File: src/sobc_defines.svh
// Register map, field positions, reset values and line constants
`ifndef SOBC_DEFINES_SVH
`define SOBC_DEFINES_SVH
`define SOBC_IDX_MODE        8'h00
`define SOBC_IDX_EVENT       8'h01
`define SOBC_IDX_DIAG        8'h19
`define SOBC_IDX_TX_Z1       8'h1A
`define SOBC_IDX_Z1_Z0       8'h1B
`define SOBC_IDX_K1_AIS      8'h1D
`define SOBC_IDX_K2_RDI      8'h1E
`define SOBC_MODE_ENH        0
`define SOBC_MODE_SECONDARY_IDENT_INSERT_ENABLE      1
`define SOBC_MODE_Z1IE       2
`define SOBC_MODE_APSIE      3
`define SOBC_MODE_RING       4
`define SOBC_MODE_STS3       5
`define SOBC_DIAG_PARITY     1
`define SOBC_DIAG_FZERO      2
`define SOBC_EVT_Z1          0
`define SOBC_EVT_APS         1
`define SOBC_CTL_SD          7
`define SOBC_CTL_SF          6
`define SOBC_CTL_LOF         5
`define SOBC_CTL_LOS         4
`define SOBC_CTL_TIM         3
`define SOBC_CTL_TIU         2
`define SOBC_CTL_AIS         1
`define SOBC_CTL_DCC         0
`define SOBC_RST_MODE        8'h00
`define SOBC_RST_DIAG        8'h00
`define SOBC_RST_TX_Z1       8'h00
`define SOBC_RST_TX_Z0       8'hCC
`define SOBC_RST_AIS_CTL     8'h30
`define SOBC_RST_RDI_CTL     8'h32
`define SOBC_AIS_CTL_MASK    8'hFD
`define SOBC_RDI_CTL_MASK    8'hFE
`define SOBC_K_PERSIST       2'd3
`define SOBC_TRACE_UNSTABLE  4'd8
`define SOBC_RDI_CODE        3'b110
`define SOBC_ALL_ONES        8'hFF
`define SOBC_ALL_ZEROS       8'h00
`endif

File: src/sobc_pkg.sv
// Types for the overhead byte control block
package sobc_pkg;
    typedef enum logic [2:0] {
        SOBC_TX_OTHER, SOBC_TX_B1, SOBC_TX_Z1_FIRST, SOBC_TX_Z1_OTHER,
        SOBC_TX_Z0_OTHER, SOBC_TX_K2
    } sobc_tx_pos_t;
    typedef enum logic [2:0] {
        SOBC_RX_OTHER, SOBC_RX_SOH, SOBC_RX_Z1_FIRST, SOBC_RX_K1, SOBC_RX_K2
    } sobc_rx_pos_t;
    typedef enum logic {
        SOBC_TRC_STABLE, SOBC_TRC_UNSTABLE
    } sobc_trc_state_t;
endpackage : sobc_pkg

File: src/sobc_overhead_ctrl.sv
// Overhead byte insertion, extraction and alarm fill with APB registers
//
// Implementation choice: the APB register port.
`timescale 1ns/10ps
`include "sobc_defines.svh"
module sobc_overhead_ctrl
    import sobc_pkg::*;
(
    input  wire logic         pclk,
    input  wire logic         presetn,
    input  wire logic         psel,
    input  wire logic         penable,
    input  wire logic         pwrite,
    input  wire logic [7:0]   paddr,
    input  wire logic [31:0]  pwdata,
    output logic [31:0]       prdata,
    output logic              pready,
    output logic              pslverr,
    input  wire logic         tx_in_valid,
    input  wire logic [7:0]   tx_in_data,
    input  wire sobc_tx_pos_t tx_in_pos,
    input  wire logic [7:0]   tx_b1_calc,
    input  wire logic         tx_overhead_port_enable,
    input  wire logic [7:0]   tx_overhead_data,
    input  wire logic         tx_passthrough_select,
    output logic [7:0]        tx_parallel_out,
    output logic              tx_out_valid,
    output logic              tx_serial_out,
    input  wire logic         rx_in_valid,
    input  wire logic [7:0]   rx_in_data,
    input  wire sobc_rx_pos_t rx_in_pos,
    input  wire logic         rx_section_dcc_in,
    input  wire logic         rx_line_dcc_in,
    output logic [7:0]        rx_parallel_out,
    output logic              rx_out_valid,
    output logic              rx_section_dcc_out,
    output logic              rx_line_dcc_out,
    input  wire logic         los_declared,
    input  wire logic         lof_declared,
    input  wire logic         sf_declared,
    input  wire logic         sd_declared,
    input  wire logic         line_ais_detected,
    input  wire logic         trace_mismatch,
    input  wire logic         trace_msg_done,
    input  wire logic         trace_msg_matches_prev,
    input  wire logic         trace_msg_accepted,
    output logic              tx_rdi_active,
    output logic              rx_ring_send_rdi,
    output logic              rx_ais_active,
    output logic              irq
);

    ////////////////////////////////////////////////////////////////////////////
    // Registers and state
    logic [7:0]      mode_ff;
    logic [7:0]      diag_ff;
    logic [7:0]      tx_z1_ff;
    logic [7:0]      tx_z0_ff;
    logic [7:0]      ais_ctl_ff;
    logic [7:0]      rdi_ctl_ff;
    logic [1:0]      event_ff;
    logic [7:0]      rx_z1_ff;
    logic            rx_z1_seen_ff;
    logic [7:0]      k_cur_ff  [2];
    logic [7:0]      k_cand_ff [2];
    logic [1:0]      k_cnt_ff  [2];
    logic [1:0]      k_accept;
    logic [31:0]     prdata_ff;
    logic [7:0]      tx_out_ff;
    logic            tx_valid_ff;
    logic [7:0]      tx_shift_ff;
    logic [7:0]      rx_out_ff;
    logic            rx_valid_ff;
    logic            sdcc_ff;
    logic            ldcc_ff;
    logic [3:0]      trc_cnt_ff;
    sobc_trc_state_t trc_state_ff;
    sobc_trc_state_t nxt_trc_state;

    logic            enhanced_map_select;
    logic            wr_en;
    logic            rd_setup;
    logic [7:0]      idx;
    logic            z1_change;
    logic            ais_ins;
    logic            rdi_ins;
    logic            dcc_fill;
    logic [7:0]      nxt_tx_byte;
    logic [7:0]      nxt_rx_byte;
    logic [7:0]      rd_byte;

    ////////////////////////////////////////////////////////////////////////////
    // Register decode
    function automatic logic idx_mapped(input logic [7:0] addr);
        logic [7:0] i;
        i = {2'b00, addr[7:2]};
        idx_mapped = (addr[1:0] == 2'b00) &&
                     (i == `SOBC_IDX_MODE   || i == `SOBC_IDX_EVENT  ||
                      i == `SOBC_IDX_DIAG   || i == `SOBC_IDX_TX_Z1  ||
                      i == `SOBC_IDX_Z1_Z0  || i == `SOBC_IDX_K1_AIS ||
                      i == `SOBC_IDX_K2_RDI);
    endfunction : idx_mapped

    assign idx      = {2'b00, paddr[7:2]};
    assign enhanced_map_select      = mode_ff[`SOBC_MODE_ENH];
    assign wr_en    = psel && penable && pwrite && idx_mapped(paddr);
    assign rd_setup = psel && !penable && !pwrite;
    assign pready   = 1'b1;
    assign pslverr  = psel && penable && !idx_mapped(paddr);
    assign prdata   = prdata_ff;

    // Read mux; 1B/1D/1E swap meaning with the enhanced map
    always_comb
    begin
        rd_byte = `SOBC_ALL_ZEROS;
        case (idx)
            `SOBC_IDX_MODE:   rd_byte = mode_ff;
            `SOBC_IDX_EVENT:  rd_byte = {6'b000000, event_ff};
            `SOBC_IDX_DIAG:   rd_byte = diag_ff;
            `SOBC_IDX_TX_Z1:  rd_byte = tx_z1_ff;
            `SOBC_IDX_Z1_Z0:  rd_byte = enhanced_map_select ? tx_z0_ff : rx_z1_ff;
            `SOBC_IDX_K1_AIS: rd_byte = enhanced_map_select ? ais_ctl_ff : k_cur_ff[0];
            `SOBC_IDX_K2_RDI: rd_byte = enhanced_map_select ? rdi_ctl_ff : k_cur_ff[1];
            default:          rd_byte = `SOBC_ALL_ZEROS;
        endcase
    end

    always_ff @(posedge pclk or negedge presetn)
    begin
        if (!presetn)
            prdata_ff <= 32'h0000_0000;
        else if (rd_setup)
            prdata_ff <= idx_mapped(paddr) ? {24'h00_0000, rd_byte} : 32'h0000_0000;
    end

    ////////////////////////////////////////////////////////////////////////////
    // Software-written registers
    always_ff @(posedge pclk or negedge presetn)
    begin
        if (!presetn)
        begin
            mode_ff    <= `SOBC_RST_MODE;
            diag_ff    <= `SOBC_RST_DIAG;
            tx_z1_ff   <= `SOBC_RST_TX_Z1;
            tx_z0_ff   <= `SOBC_RST_TX_Z0;
            ais_ctl_ff <= `SOBC_RST_AIS_CTL;
            rdi_ctl_ff <= `SOBC_RST_RDI_CTL;
        end
        else if (wr_en)
        begin
            case (idx)
                `SOBC_IDX_MODE:   mode_ff  <= pwdata[7:0];
                `SOBC_IDX_DIAG:   diag_ff  <= pwdata[7:0];
                `SOBC_IDX_TX_Z1:  tx_z1_ff <= pwdata[7:0];
                `SOBC_IDX_Z1_Z0:
                begin
                    if (enhanced_map_select)
                        tx_z0_ff <= pwdata[7:0];
                end
                `SOBC_IDX_K1_AIS:
                begin
                    if (enhanced_map_select)
                        ais_ctl_ff <= pwdata[7:0] & `SOBC_AIS_CTL_MASK;
                end
                `SOBC_IDX_K2_RDI:
                begin
                    if (enhanced_map_select)
                        rdi_ctl_ff <= pwdata[7:0] & `SOBC_RDI_CTL_MASK;
                end
                default:
                begin
                end
            endcase
        end
    end

    ////////////////////////////////////////////////////////////////////////////
    // Event flags, write one to clear, set wins
    always_ff @(posedge pclk or negedge presetn)
    begin
        if (!presetn)
            event_ff <= 2'b00;
        else
        begin
            for (int b = 0; b < 2; b++)
            begin
                if ((b == `SOBC_EVT_Z1) ? z1_change : (|k_accept))
                    event_ff[b] <= 1'b1;
                else if (wr_en && idx == `SOBC_IDX_EVENT && pwdata[b])
                    event_ff[b] <= 1'b0;
            end
        end
    end

    assign irq = (event_ff[`SOBC_EVT_Z1] && mode_ff[`SOBC_MODE_Z1IE]) ||
                 (event_ff[`SOBC_EVT_APS] && mode_ff[`SOBC_MODE_APSIE]);

    ////////////////////////////////////////////////////////////////////////////
    // Transmit overhead insertion
    always_comb
    begin
        nxt_tx_byte = tx_in_data;
        if (tx_overhead_port_enable)
            nxt_tx_byte = tx_overhead_data;
        else if (!tx_passthrough_select)
        begin
            case (tx_in_pos)
                SOBC_TX_B1:
                    nxt_tx_byte = diag_ff[`SOBC_DIAG_PARITY] ? ~tx_b1_calc
                                                            : tx_b1_calc;
                SOBC_TX_Z1_FIRST:
                    nxt_tx_byte = tx_z1_ff;
                SOBC_TX_Z1_OTHER:
                    nxt_tx_byte = mode_ff[`SOBC_MODE_STS3] ? `SOBC_ALL_ZEROS
                                                           : tx_in_data;
                SOBC_TX_Z0_OTHER:
                    nxt_tx_byte = (enhanced_map_select && mode_ff[`SOBC_MODE_SECONDARY_IDENT_INSERT_ENABLE]) ? tx_z0_ff
                                                                      : tx_in_data;
                SOBC_TX_K2:
                    nxt_tx_byte = (rdi_ins && !mode_ff[`SOBC_MODE_RING])
                                  ? {tx_in_data[7:3], `SOBC_RDI_CODE}
                                  : tx_in_data;
                default:
                    nxt_tx_byte = tx_in_data;
            endcase
        end
        if (diag_ff[`SOBC_DIAG_FZERO])
            nxt_tx_byte = `SOBC_ALL_ZEROS;
    end

    always_ff @(posedge pclk or negedge presetn)
    begin
        if (!presetn)
        begin
            tx_out_ff   <= `SOBC_ALL_ZEROS;
            tx_valid_ff <= 1'b0;
        end
        else
        begin
            tx_valid_ff <= tx_in_valid;
            if (diag_ff[`SOBC_DIAG_FZERO])
                tx_out_ff <= `SOBC_ALL_ZEROS;
            else if (tx_in_valid)
                tx_out_ff <= nxt_tx_byte;
        end
    end

    // Serial shifter, bit 7 leaves first
    always_ff @(posedge pclk or negedge presetn)
    begin
        if (!presetn)
            tx_shift_ff <= `SOBC_ALL_ZEROS;
        else if (diag_ff[`SOBC_DIAG_FZERO])
            tx_shift_ff <= `SOBC_ALL_ZEROS;
        else if (tx_in_valid)
            tx_shift_ff <= nxt_tx_byte;
        else
            tx_shift_ff <= {tx_shift_ff[6:0], 1'b0};
    end

    assign tx_parallel_out = tx_out_ff;
    assign tx_out_valid    = tx_valid_ff;
    assign tx_serial_out   = tx_shift_ff[7];

    ////////////////////////////////////////////////////////////////////////////
    // Receive Z1 capture and change detect
    assign z1_change = rx_in_valid && (rx_in_pos == SOBC_RX_Z1_FIRST) && !enhanced_map_select &&
                       rx_z1_seen_ff && (rx_in_data != rx_z1_ff);

    always_ff @(posedge pclk or negedge presetn)
    begin
        if (!presetn)
        begin
            rx_z1_ff      <= `SOBC_ALL_ZEROS;
            rx_z1_seen_ff <= 1'b0;
        end
        else if (rx_in_valid && rx_in_pos == SOBC_RX_Z1_FIRST && !enhanced_map_select)
        begin
            rx_z1_ff      <= rx_in_data;
            rx_z1_seen_ff <= 1'b1;
        end
    end

    ////////////////////////////////////////////////////////////////////////////
    // K1 and K2 three-frame persistence
    generate
        for (genvar k = 0; k < 2; k++)
        begin : g_kbyte
            sobc_rx_pos_t kpos;
            logic         hit;
            assign kpos = (k == 0) ? SOBC_RX_K1 : SOBC_RX_K2;
            assign hit  = rx_in_valid && (rx_in_pos == kpos) && !enhanced_map_select;
            assign k_accept[k] = hit && (rx_in_data != k_cur_ff[k]) &&
                                 (rx_in_data == k_cand_ff[k]) &&
                                 (k_cnt_ff[k] == `SOBC_K_PERSIST - 2'd1);

            always_ff @(posedge pclk or negedge presetn)
            begin
                if (!presetn)
                begin
                    k_cur_ff[k]  <= `SOBC_ALL_ZEROS;
                    k_cand_ff[k] <= `SOBC_ALL_ZEROS;
                    k_cnt_ff[k]  <= 2'd0;
                end
                else if (hit)
                begin
                    if (rx_in_data == k_cur_ff[k])
                        k_cnt_ff[k] <= 2'd0;
                    else if (k_accept[k])
                    begin
                        k_cur_ff[k] <= rx_in_data;
                        k_cnt_ff[k] <= 2'd0;
                    end
                    else if (rx_in_data == k_cand_ff[k] && k_cnt_ff[k] != 2'd0)
                        k_cnt_ff[k] <= k_cnt_ff[k] + 2'd1;
                    else
                    begin
                        k_cand_ff[k] <= rx_in_data;
                        k_cnt_ff[k]  <= 2'd1;
                    end
                end
            end
        end
    endgenerate

    ////////////////////////////////////////////////////////////////////////////
    // Trace unstable tracker
    always_comb
    begin
        nxt_trc_state = trc_state_ff;
        case (trc_state_ff)
            SOBC_TRC_STABLE:
                if (trace_msg_done && !trace_msg_matches_prev &&
                    trc_cnt_ff == `SOBC_TRACE_UNSTABLE - 4'd1)
                    nxt_trc_state = SOBC_TRC_UNSTABLE;
            SOBC_TRC_UNSTABLE:
                if (trace_msg_accepted)
                    nxt_trc_state = SOBC_TRC_STABLE;
            default:
                nxt_trc_state = SOBC_TRC_STABLE;
        endcase
    end

    always_ff @(posedge pclk or negedge presetn)
    begin
        if (!presetn)
        begin
            trc_state_ff <= SOBC_TRC_STABLE;
            trc_cnt_ff   <= 4'd0;
        end
        else
        begin
            trc_state_ff <= nxt_trc_state;
            if (trace_msg_accepted || (trace_msg_done && trace_msg_matches_prev))
                trc_cnt_ff <= 4'd0;
            else if (trace_msg_done && trc_cnt_ff != `SOBC_TRACE_UNSTABLE)
                trc_cnt_ff <= trc_cnt_ff + 4'd1;
        end
    end

    ////////////////////////////////////////////////////////////////////////////
    // Alarm-driven AIS, RDI and DCC fill
    assign ais_ins = enhanced_map_select && (
        (ais_ctl_ff[`SOBC_CTL_TIU] && trc_state_ff == SOBC_TRC_UNSTABLE) ||
        (ais_ctl_ff[`SOBC_CTL_TIM] && trace_mismatch) ||
        (ais_ctl_ff[`SOBC_CTL_LOS] && los_declared) ||
        (ais_ctl_ff[`SOBC_CTL_LOF] && lof_declared) ||
        (ais_ctl_ff[`SOBC_CTL_SF]  && sf_declared) ||
        (ais_ctl_ff[`SOBC_CTL_SD]  && sd_declared));

    assign rdi_ins = enhanced_map_select && (
        (rdi_ctl_ff[`SOBC_CTL_AIS] && line_ais_detected) ||
        (rdi_ctl_ff[`SOBC_CTL_SD]  && sd_declared) ||
        (rdi_ctl_ff[`SOBC_CTL_SF]  && sf_declared) ||
        (rdi_ctl_ff[`SOBC_CTL_LOF] && lof_declared) ||
        (rdi_ctl_ff[`SOBC_CTL_LOS] && los_declared) ||
        (rdi_ctl_ff[`SOBC_CTL_TIM] && trace_mismatch) ||
        (rdi_ctl_ff[`SOBC_CTL_TIU] && trc_state_ff == SOBC_TRC_UNSTABLE));

    assign dcc_fill = ais_ctl_ff[`SOBC_CTL_DCC] && (lof_declared || los_declared);

    assign nxt_rx_byte = (ais_ins && rx_in_pos != SOBC_RX_SOH &&
                          rx_in_pos != SOBC_RX_Z1_FIRST) ? `SOBC_ALL_ONES
                                                         : rx_in_data;

    always_ff @(posedge pclk or negedge presetn)
    begin
        if (!presetn)
        begin
            rx_out_ff   <= `SOBC_ALL_ZEROS;
            rx_valid_ff <= 1'b0;
            sdcc_ff     <= 1'b0;
            ldcc_ff     <= 1'b0;
        end
        else
        begin
            rx_valid_ff <= rx_in_valid;
            if (rx_in_valid)
                rx_out_ff <= nxt_rx_byte;
            sdcc_ff <= dcc_fill | rx_section_dcc_in;
            ldcc_ff <= dcc_fill | rx_line_dcc_in;
        end
    end

    assign rx_parallel_out    = rx_out_ff;
    assign rx_out_valid       = rx_valid_ff;
    assign rx_section_dcc_out = sdcc_ff;
    assign rx_line_dcc_out    = ldcc_ff;
    assign rx_ais_active      = ais_ins;
    assign tx_rdi_active      = rdi_ins && !mode_ff[`SOBC_MODE_RING];
    assign rx_ring_send_rdi   = rdi_ins && mode_ff[`SOBC_MODE_RING];

endmodule : sobc_overhead_ctrl

File: config.mk
export PLATFORM = sky130hd
export DESIGN_NAME = sobc_overhead_ctrl
export DESIGN_NICKNAME = d
export VERILOG_FILES = /design/src/sobc_pkg.sv /design/src/sobc_overhead_ctrl.sv
export VERILOG_INCLUDE_DIRS = /design/src
export SDC_FILE = /design/constraint.sdc
export NUM_CORES = 1
export LEC_CHECK = 0
export ABC_AREA = 1
export ABC_CLOCK_PERIOD_IN_PS = 1500
export BUFFER_PORTS_ARGS = -buffer_cell sky130_fd_sc_hd__buf_2
export CAP_MARGIN = 25
export CORE_ASPECT_RATIO = 0.7
export CORE_MARGIN = 1.5
export CORE_UTILIZATION = 40
export CTS_CLUSTER_DIAMETER = 50
export DETAILED_ROUTE_END_ITERATION = 7
export PLACE_DENSITY = 0.73
export SLEW_MARGIN = 10
export SYNTH_ARGS = -nofsm -noshare
export SYNTH_HDL_FRONTEND = slang
export SYNTH_SLANG_ARGS = --single-unit
export TNS_END_PERCENT = 20
File: constraint.sdc
create_clock -name pclk -period 1.5 [get_ports pclk]
set_input_delay 0.075 -clock pclk [delete_from_list [all_inputs] [get_ports pclk]]
set_output_delay 0.075 -clock pclk [all_outputs]
set_load 0.1 [all_outputs]
**Word level (Yosys, flattened, before mapping)**

Index checks and enable logic that the tools add are counted.

- Bits in registers: 158
- Output and inout port bits: 59
- Logic and storage cells: 197

- Bitwise gates (word level): 10
- Add/sub/neg operators: 3
- Reduce and logical (&&, ||, !) cells: 99
- Multiplexer cells: 32
- Equality and inequality tests: 27

Operators with widths:

| operator | number |
|---|---|
| 2-to-1 mux 8 bit | 14 |
| case mux 8 bit (7 select lines) | 1 |
| logical AND 1 bit | 53 |
| case mux 8 bit (5 select lines) | 1 |
| == test 8 bit | 4 |
| == test 6 x 5 -> 1 bit, second input constant | 5 |
| inequality test 8 bit | 3 |
| logical OR 1 bit | 20 |
| AND reduction 3 bit | 5 |
| == test 3 x 2 -> 1 bit, second input constant | 4 |
| 2-to-1 mux 2 bit | 6 |
| nonzero test 2 bit | 6 |
| == test 3 bit, second input constant | 3 |
| logical NOT 8 bit | 1 |
| 2-to-1 mux 4 bit | 2 |
| inverter 8 bit | 1 |
| AND reduction 4 bit | 2 |
| inverter 1 bit | 7 |
| == test 6 x 1 -> 1 bit, second input constant | 1 |
| logical NOT 1 bit | 6 |
| logical NOT 6 bit | 1 |
| 2-to-1 mux 1 bit | 6 |
| AND reduction 2 bit | 3 |
| adder 2 x 1 -> 2 bit, second input constant | 2 |
| 12 further kinds | 14 |

**Depth between registers and ports, before layout**

- Word-level depth: 15
- Depth in mapped cells: 12
- Gate-level depth less buffers: 11

**Worst setup path before layout**

OpenSTA, ideal clock, no wires.

- Path type: register to output
- Start point: register mode_ff[0]
- End point: output rx_ais_active
- Arrival: 2.424 ns
- Required time: 1.425 ns
- Setup slack: -0.999 ns
- Cell stages (with the launch flop): 5
- Path through: dfrtp_1 -> buf_2 -> inv_2 -> clkbuf_1 -> a31oi_1

- Word-level cells in the longest chain between the ends: 1

RTL lines:

| element | line | text |
|---|---|---|
| from (decl) | sobc_overhead_ctrl.sv:55 | `logic [7:0] mode_ff;` |
| from (signal assigned) | sobc_overhead_ctrl.sv:142 | `` mode_ff <= `SOBC_RST_MODE; `` |
| from (signal assigned) | sobc_overhead_ctrl.sv:152 | `` `SOBC_IDX_MODE: mode_ff <= pwdata[7:0]; `` |
| logical AND 1 bit | sobc_overhead_ctrl.sv:363 | `assign ais_ins = enhanced_map_select && (` |
| to (decl) | sobc_overhead_ctrl.sv:49 | `output logic rx_ais_active,` |

No other way between the ends.

**Worst setup path after layout**

- Start point: register k_cand_ff[6] (netlist bit)
- End point: register k_cur_ff[2] (netlist bit)

- Word-level cells in the longest chain between the ends: 4

RTL lines:

| element | line | text |
|---|---|---|
| from (decl) | sobc_overhead_ctrl.sv:65 | `logic [7:0] k_cand_ff [2];` |
| from (signal, indexed assignment) | sobc_overhead_ctrl.sv:302 | `` k_cand_ff[k] <= `SOBC_ALL_ZEROS; `` |
| from (signal, indexed assignment) | sobc_overhead_ctrl.sv:318 | `k_cand_ff[k] <= rx_in_data;` |
| == test 8 bit | sobc_overhead_ctrl.sv:294 | `(rx_in_data == k_cand_ff[k]) &&` |
| logical AND 1 bit (2 in series) | sobc_overhead_ctrl.sv:293 | `assign k_accept[k] = hit && (rx_in_data != k_cur_ff[k]) &&` |
| AND reduction 3 bit (no line) | n/a |  |
| to (signal, indexed assignment) | sobc_overhead_ctrl.sv:301 | `` k_cur_ff[k] <= `SOBC_ALL_ZEROS; `` |
| to (signal, indexed assignment) | sobc_overhead_ctrl.sv:311 | `k_cur_ff[k] <= rx_in_data;` |
| to (decl) | sobc_overhead_ctrl.sv:64 | `logic [7:0] k_cur_ff [2];` |

No other way between the ends.
A chain may end at the register's enable or synchronous reset.

==> results.sh <==
export IMPL_outcome="complete, but fails checks"
export IMPL_failed_checks="setup timing"
export IMPL_ys_seq_area_share_pct=44.1
export IMPL_numCtsBuffers=17
export IMPL_yosys_area_share_adder_pct=0.985
export IMPL_synth_edf_count=0
export IMPL_fin_crit_ps=1730
export IMPL_slew_headroom_pct=58.0
export IMPL_synthTopCellsByArea="dfrtp_1 (41%), nand2_1 (18%), o21ai_0 (6.4%), inv_1 (4.1%), buf_4 (3.3%)"
export IMPL_endpoint_kind="flop"
export IMPL_yosysUniqueCellTypes=41
export IMPL_p_switching_mw=2.70
export IMPL_clock_root_buffer="clkbuf_16"
export IMPL_drtIter0Drc=770
export IMPL_finalMaxSlewViolations=0
export IMPL_drt_antenna_violating_nets=0
export IMPL_cp_arrival_ps=2040
export IMPL_swShare_pct=27.4
export IMPL_ir_drop_uv=717
export IMPL_powerDensity_nw_per_um2=945
export IMPL_antenna_found_initial=1
export IMPL_worst_ep_required_time_ps=1810
export IMPL_clk_latency_ps=430
export IMPL_synth_compound_area_share_pct=11.8
export IMPL_hold_viol_final=0
export IMPL_path_depth=9
export IMPL_core_area_um2=18800
export IMPL_cp_common_cell="nand2_2"
export IMPL_ys_dominant_reg_cell="dfrtp_1"
export IMPL_crit_start="k_cand_ff[6]"
export IMPL_pwr_share_clk_pct=49.0
export IMPL_wl_um=23600
export IMPL_cts_htree_levels=4
export IMPL_synth_largest_area_cell="dfrtp_1"
export IMPL_r2r_slack_ps=-230
export IMPL_crit_type="flop to flop"
export IMPL_cpPeakStageDelay_ps=390
export IMPL_seqPwrFrac_pct=37.5
export IMPL_synthSimpleGateAreaFrac_pct=28.7
export IMPL_die_area_um2=19900
export IMPL_internal_power_mw=7.15
export IMPL_initial_core_util_pct=40.6
export IMPL_syn_cell_area_um2=7620
export IMPL_drtPass1Iterations=5
export IMPL_synthMuxAreaShare_pct=0
export IMPL_grt_pass1_wl_um=38300
export IMPL_clock_sinks=134
export IMPL_hp_class="input port to flop"
export IMPL_ys_ff_latch=134
export IMPL_leakage_nw=5.31
export IMPL_gp_congestion=0.914
export IMPL_endpoint="k_cur_ff[2]"
export IMPL_setup_viol=51
export IMPL_crit_slowest_cell="dfrtp_1"
export IMPL_clk_pin_slew_ps=60
export IMPL_syn_avg_cell_area_um2=7.55
export IMPL_max_freq_mhz=578
export IMPL_synthXorXnorAreaFrac_pct=4.48
export IMPL_dp_final_hpwl_um=17300
export IMPL_rsz0062_at_grt="true"
export IMPL_gr_total_overflow=0
export IMPL_ff2ff_path_depth=9
export IMPL_drcViolationCount=0
export IMPL_async_flop_share_pct=100
export IMPL_synthCells=1010
export IMPL_cp_top_family="simple AND/OR/NAND/NOR gates"
export IMPL_r2r_end="k_cur_ff[2]"
export IMPL_comb_power_share_pct=13.5
export IMPL_rows=42
export IMPL_fin_nets=1335
export IMPL_fin_skew_ps=8.79
export IMPL_grt_max_degree=45
export IMPL_worst_pin_slew_ps=626
export IMPL_startpoint_type="flop"
export IMPL_first_global_vias=7214
export IMPL_die_w_um=168
export IMPL_vias=7677
export IMPL_grtUsageTotal_pct=24.9
export IMPL_wl_per_cell_um=15.9
export IMPL_avgViaCountPerCell=5.16
export IMPL_crit_fanout=17
export IMPL_setup_slack_ps=-231
export IMPL_yosys_warnings=0
export IMPL_critical_path_cell_chain="xnor2_1 -> nand2_1 -> nor2_2 -> nand2_2 -> nor2_4 -> nand3_4 -> buf_12 -> nand2_2 -> o21ai_1"
export IMPL_yosysMostFrequentCell="nand2_1"
export IMPL_finalCoreUtilization_pct=55.5
export IMPL_max_cap_violations=0
export IMPL_fin_tns_setup_ps=-6290
export IMPL_synth_top_family_by_area="simple AND/OR/NAND/NOR gates"
export IMPL_path_buf_inv=1
export IMPL_drive_gt1_share_pct=29.4
export IMPL_clk_path_buf_depth=2
export IMPL_area_growth_pct=36.7
export IMPL_cts_tree="built"
export IMPL_numPortBuffers=107
export IMPL_synthTopCellsByCount="nand2_1 (364), dfrtp_1 (125), o21ai_0 (97)"
export IMPL_total_power_mw=9.85
export IMPL_min_period_over_period_pct=115
export IMPL_rr_startpoint="k_cand_ff[6]"
export IMPL_die_h_um=119
export IMPL_pin_count=157
export IMPL_synth_top_area_share_pct=41.0
## power groups by stage
stage / combinational [mW] / sequential [mW] / clock, mW
floorplan: 0.654 / 3.94 / 0
global placement: 1.24 / 3.76 / 0
detailed placement: 1.25 / 3.76 / 0
CTS: 1.31 / 3.69 / 4.88
global route: 1.42 / 3.70 / 5.06
finish: 1.33 / 3.69 / 4.82
## worst reg2reg max path: stages (launching register included)
cell     delay, ps
dfrtp_1        390
xnor2_1        240
nand2_1        120
nor2_2         180
nand2_2        110
nor2_4         190
nand3_4        100
buf_12         160
nand2_2         60
o21ai_1         70
## worst min path at each step
stage,start,endpoint,slack [ps],cells past startpoint
finish,rx_in_data[1],rx_parallel_out[1],20,3
global route,rx_in_data[1],rx_parallel_out[1],30,3
CTS,rx_in_data[4],rx_parallel_out[4],3,3
detailed placement,presetn,k_cand_ff[11],40,1
global placement,presetn,k_cand_ff[10],40,1
floorplan,presetn,ais_ctl_ff[0],-220,0
## metal layers
layer / share of wire [%] / track usage (%)
met1: 45 / 36.8
met2: 43 / 35.4
met3: 11 / 7.00
met4: 1.1 / 6.42
met5: 0 / 0
## cells in the final DEF, fill, tap and decap left out, types with 5 or more instances in the layout
| cell | netlist | layout |
|---|---|---|
| inv_1 | 84 | 79 |
| buf_6 | 5 | 10 |
| xnor2_1 | 12 | 12 |
| nor2_1 | 66 | 62 |
| o21ai_0 | 97 | 68 |
| o22ai_1 | 6 | 5 |
| dfstp_2 | 9 | 9 |
| nand2_1 | 364 | 335 |
| clkbuf_16 | 0 | 17 |
| inv_2 | 8 | 12 |
| o21ai_2 | 8 | 18 |
| nand4_1 | 15 | 15 |
| nor2_2 | 7 | 5 |
| dlygate4sd3_1 | 0 | 18 |
| nor2_4 | 7 | 13 |
| ha_1 | 6 | 6 |
| dfrtp_1 | 125 | 123 |
| buf_2 | 9 | 101 |
| conb_1 | 2 | 25 |
| nand3_1 | 33 | 28 |
| o21ai_1 | 16 | 35 |
| buf_12 | 0 | 15 |
| nand2_2 | 3 | 29 |
| nand3_2 | 2 | 6 |
| a21oi_1 | 29 | 26 |
| xor2_1 | 27 | 27 |
| buf_4 | 34 | 86 |
| bufinv_16 | 0 | 6 |
## kinds of logic (layout without fill, tap and decap cells)
logic type / after synthesis / count (layout)
DFF: 134 / 134
buffers and inverters: 150 / 360
AOI/OAI and AO/OA: 165 / 165
and+or+nand+nor: 514 / 515
adders and majority gates: 6 / 6
other: 2 / 26
xor gates and xnor gates: 39 / 39
## state kept, by name (all words and copies together), names as in the netlist, 2 cells and up
name / count
diag_ff: 8
rx_parallel_out: 8
rx_z1_ff: 8
trc_cnt_ff: 4
k_cur_ff: 16
tx_z1_ff: 8
event_ff: 2
tx_shift_ff: 8
tx_z0_ff: 8
tx_parallel_out: 8
k_cand_ff: 16
k_cnt_ff: 4
ais_ctl_ff: 7
rdi_ctl_ff: 7
prdata: 8
mode_ff: 8
## cell type report
| cell class | instances | area [µm²] |
|---|---|---|
| fillers | 1603 | 8340 |
| inverters | 95 | 364 |
| well taps | 242 | 303 |
| clock inverters | 15 | 250 |
| diodes | 1 | 2.50 |
| repair inverters | 1 | 7.51 |
| clock buffers | 17 | 425 |
| multi-input cells | 750 | 3910 |
| repair buffers | 232 | 1790 |
| flip-flops and latches | 134 | 3370 |
## through the flow
step           cells  hold slack, ps  setup WS [ps]  instance area (µm²)
2_1_floorplan   1033            -221           -230                 7740
3_3_place_gp    1420            39.5           -111                 9090
5_1_grt         1486            29.9           -301                10400
6_report        1487            20.7           -231                10400
4_1_cts         1482            3.45           -238                10200
3_5_place_dp    1420            41.7           -169                 9090
## what timing repair did
item / 4_1_cts / 5_1_grt
endpoints found under the setup margin: 85 / 96
buffers inserted: 9 / 4
hold buffers: 18 / 0
endpoints found under the hold margin: 182 / 0
pin swaps: 9 / 26
gates resized for setup: 49 / 70
cloned: 3 / 0
No activity file was read; power rests on OpenSTA's default activity.
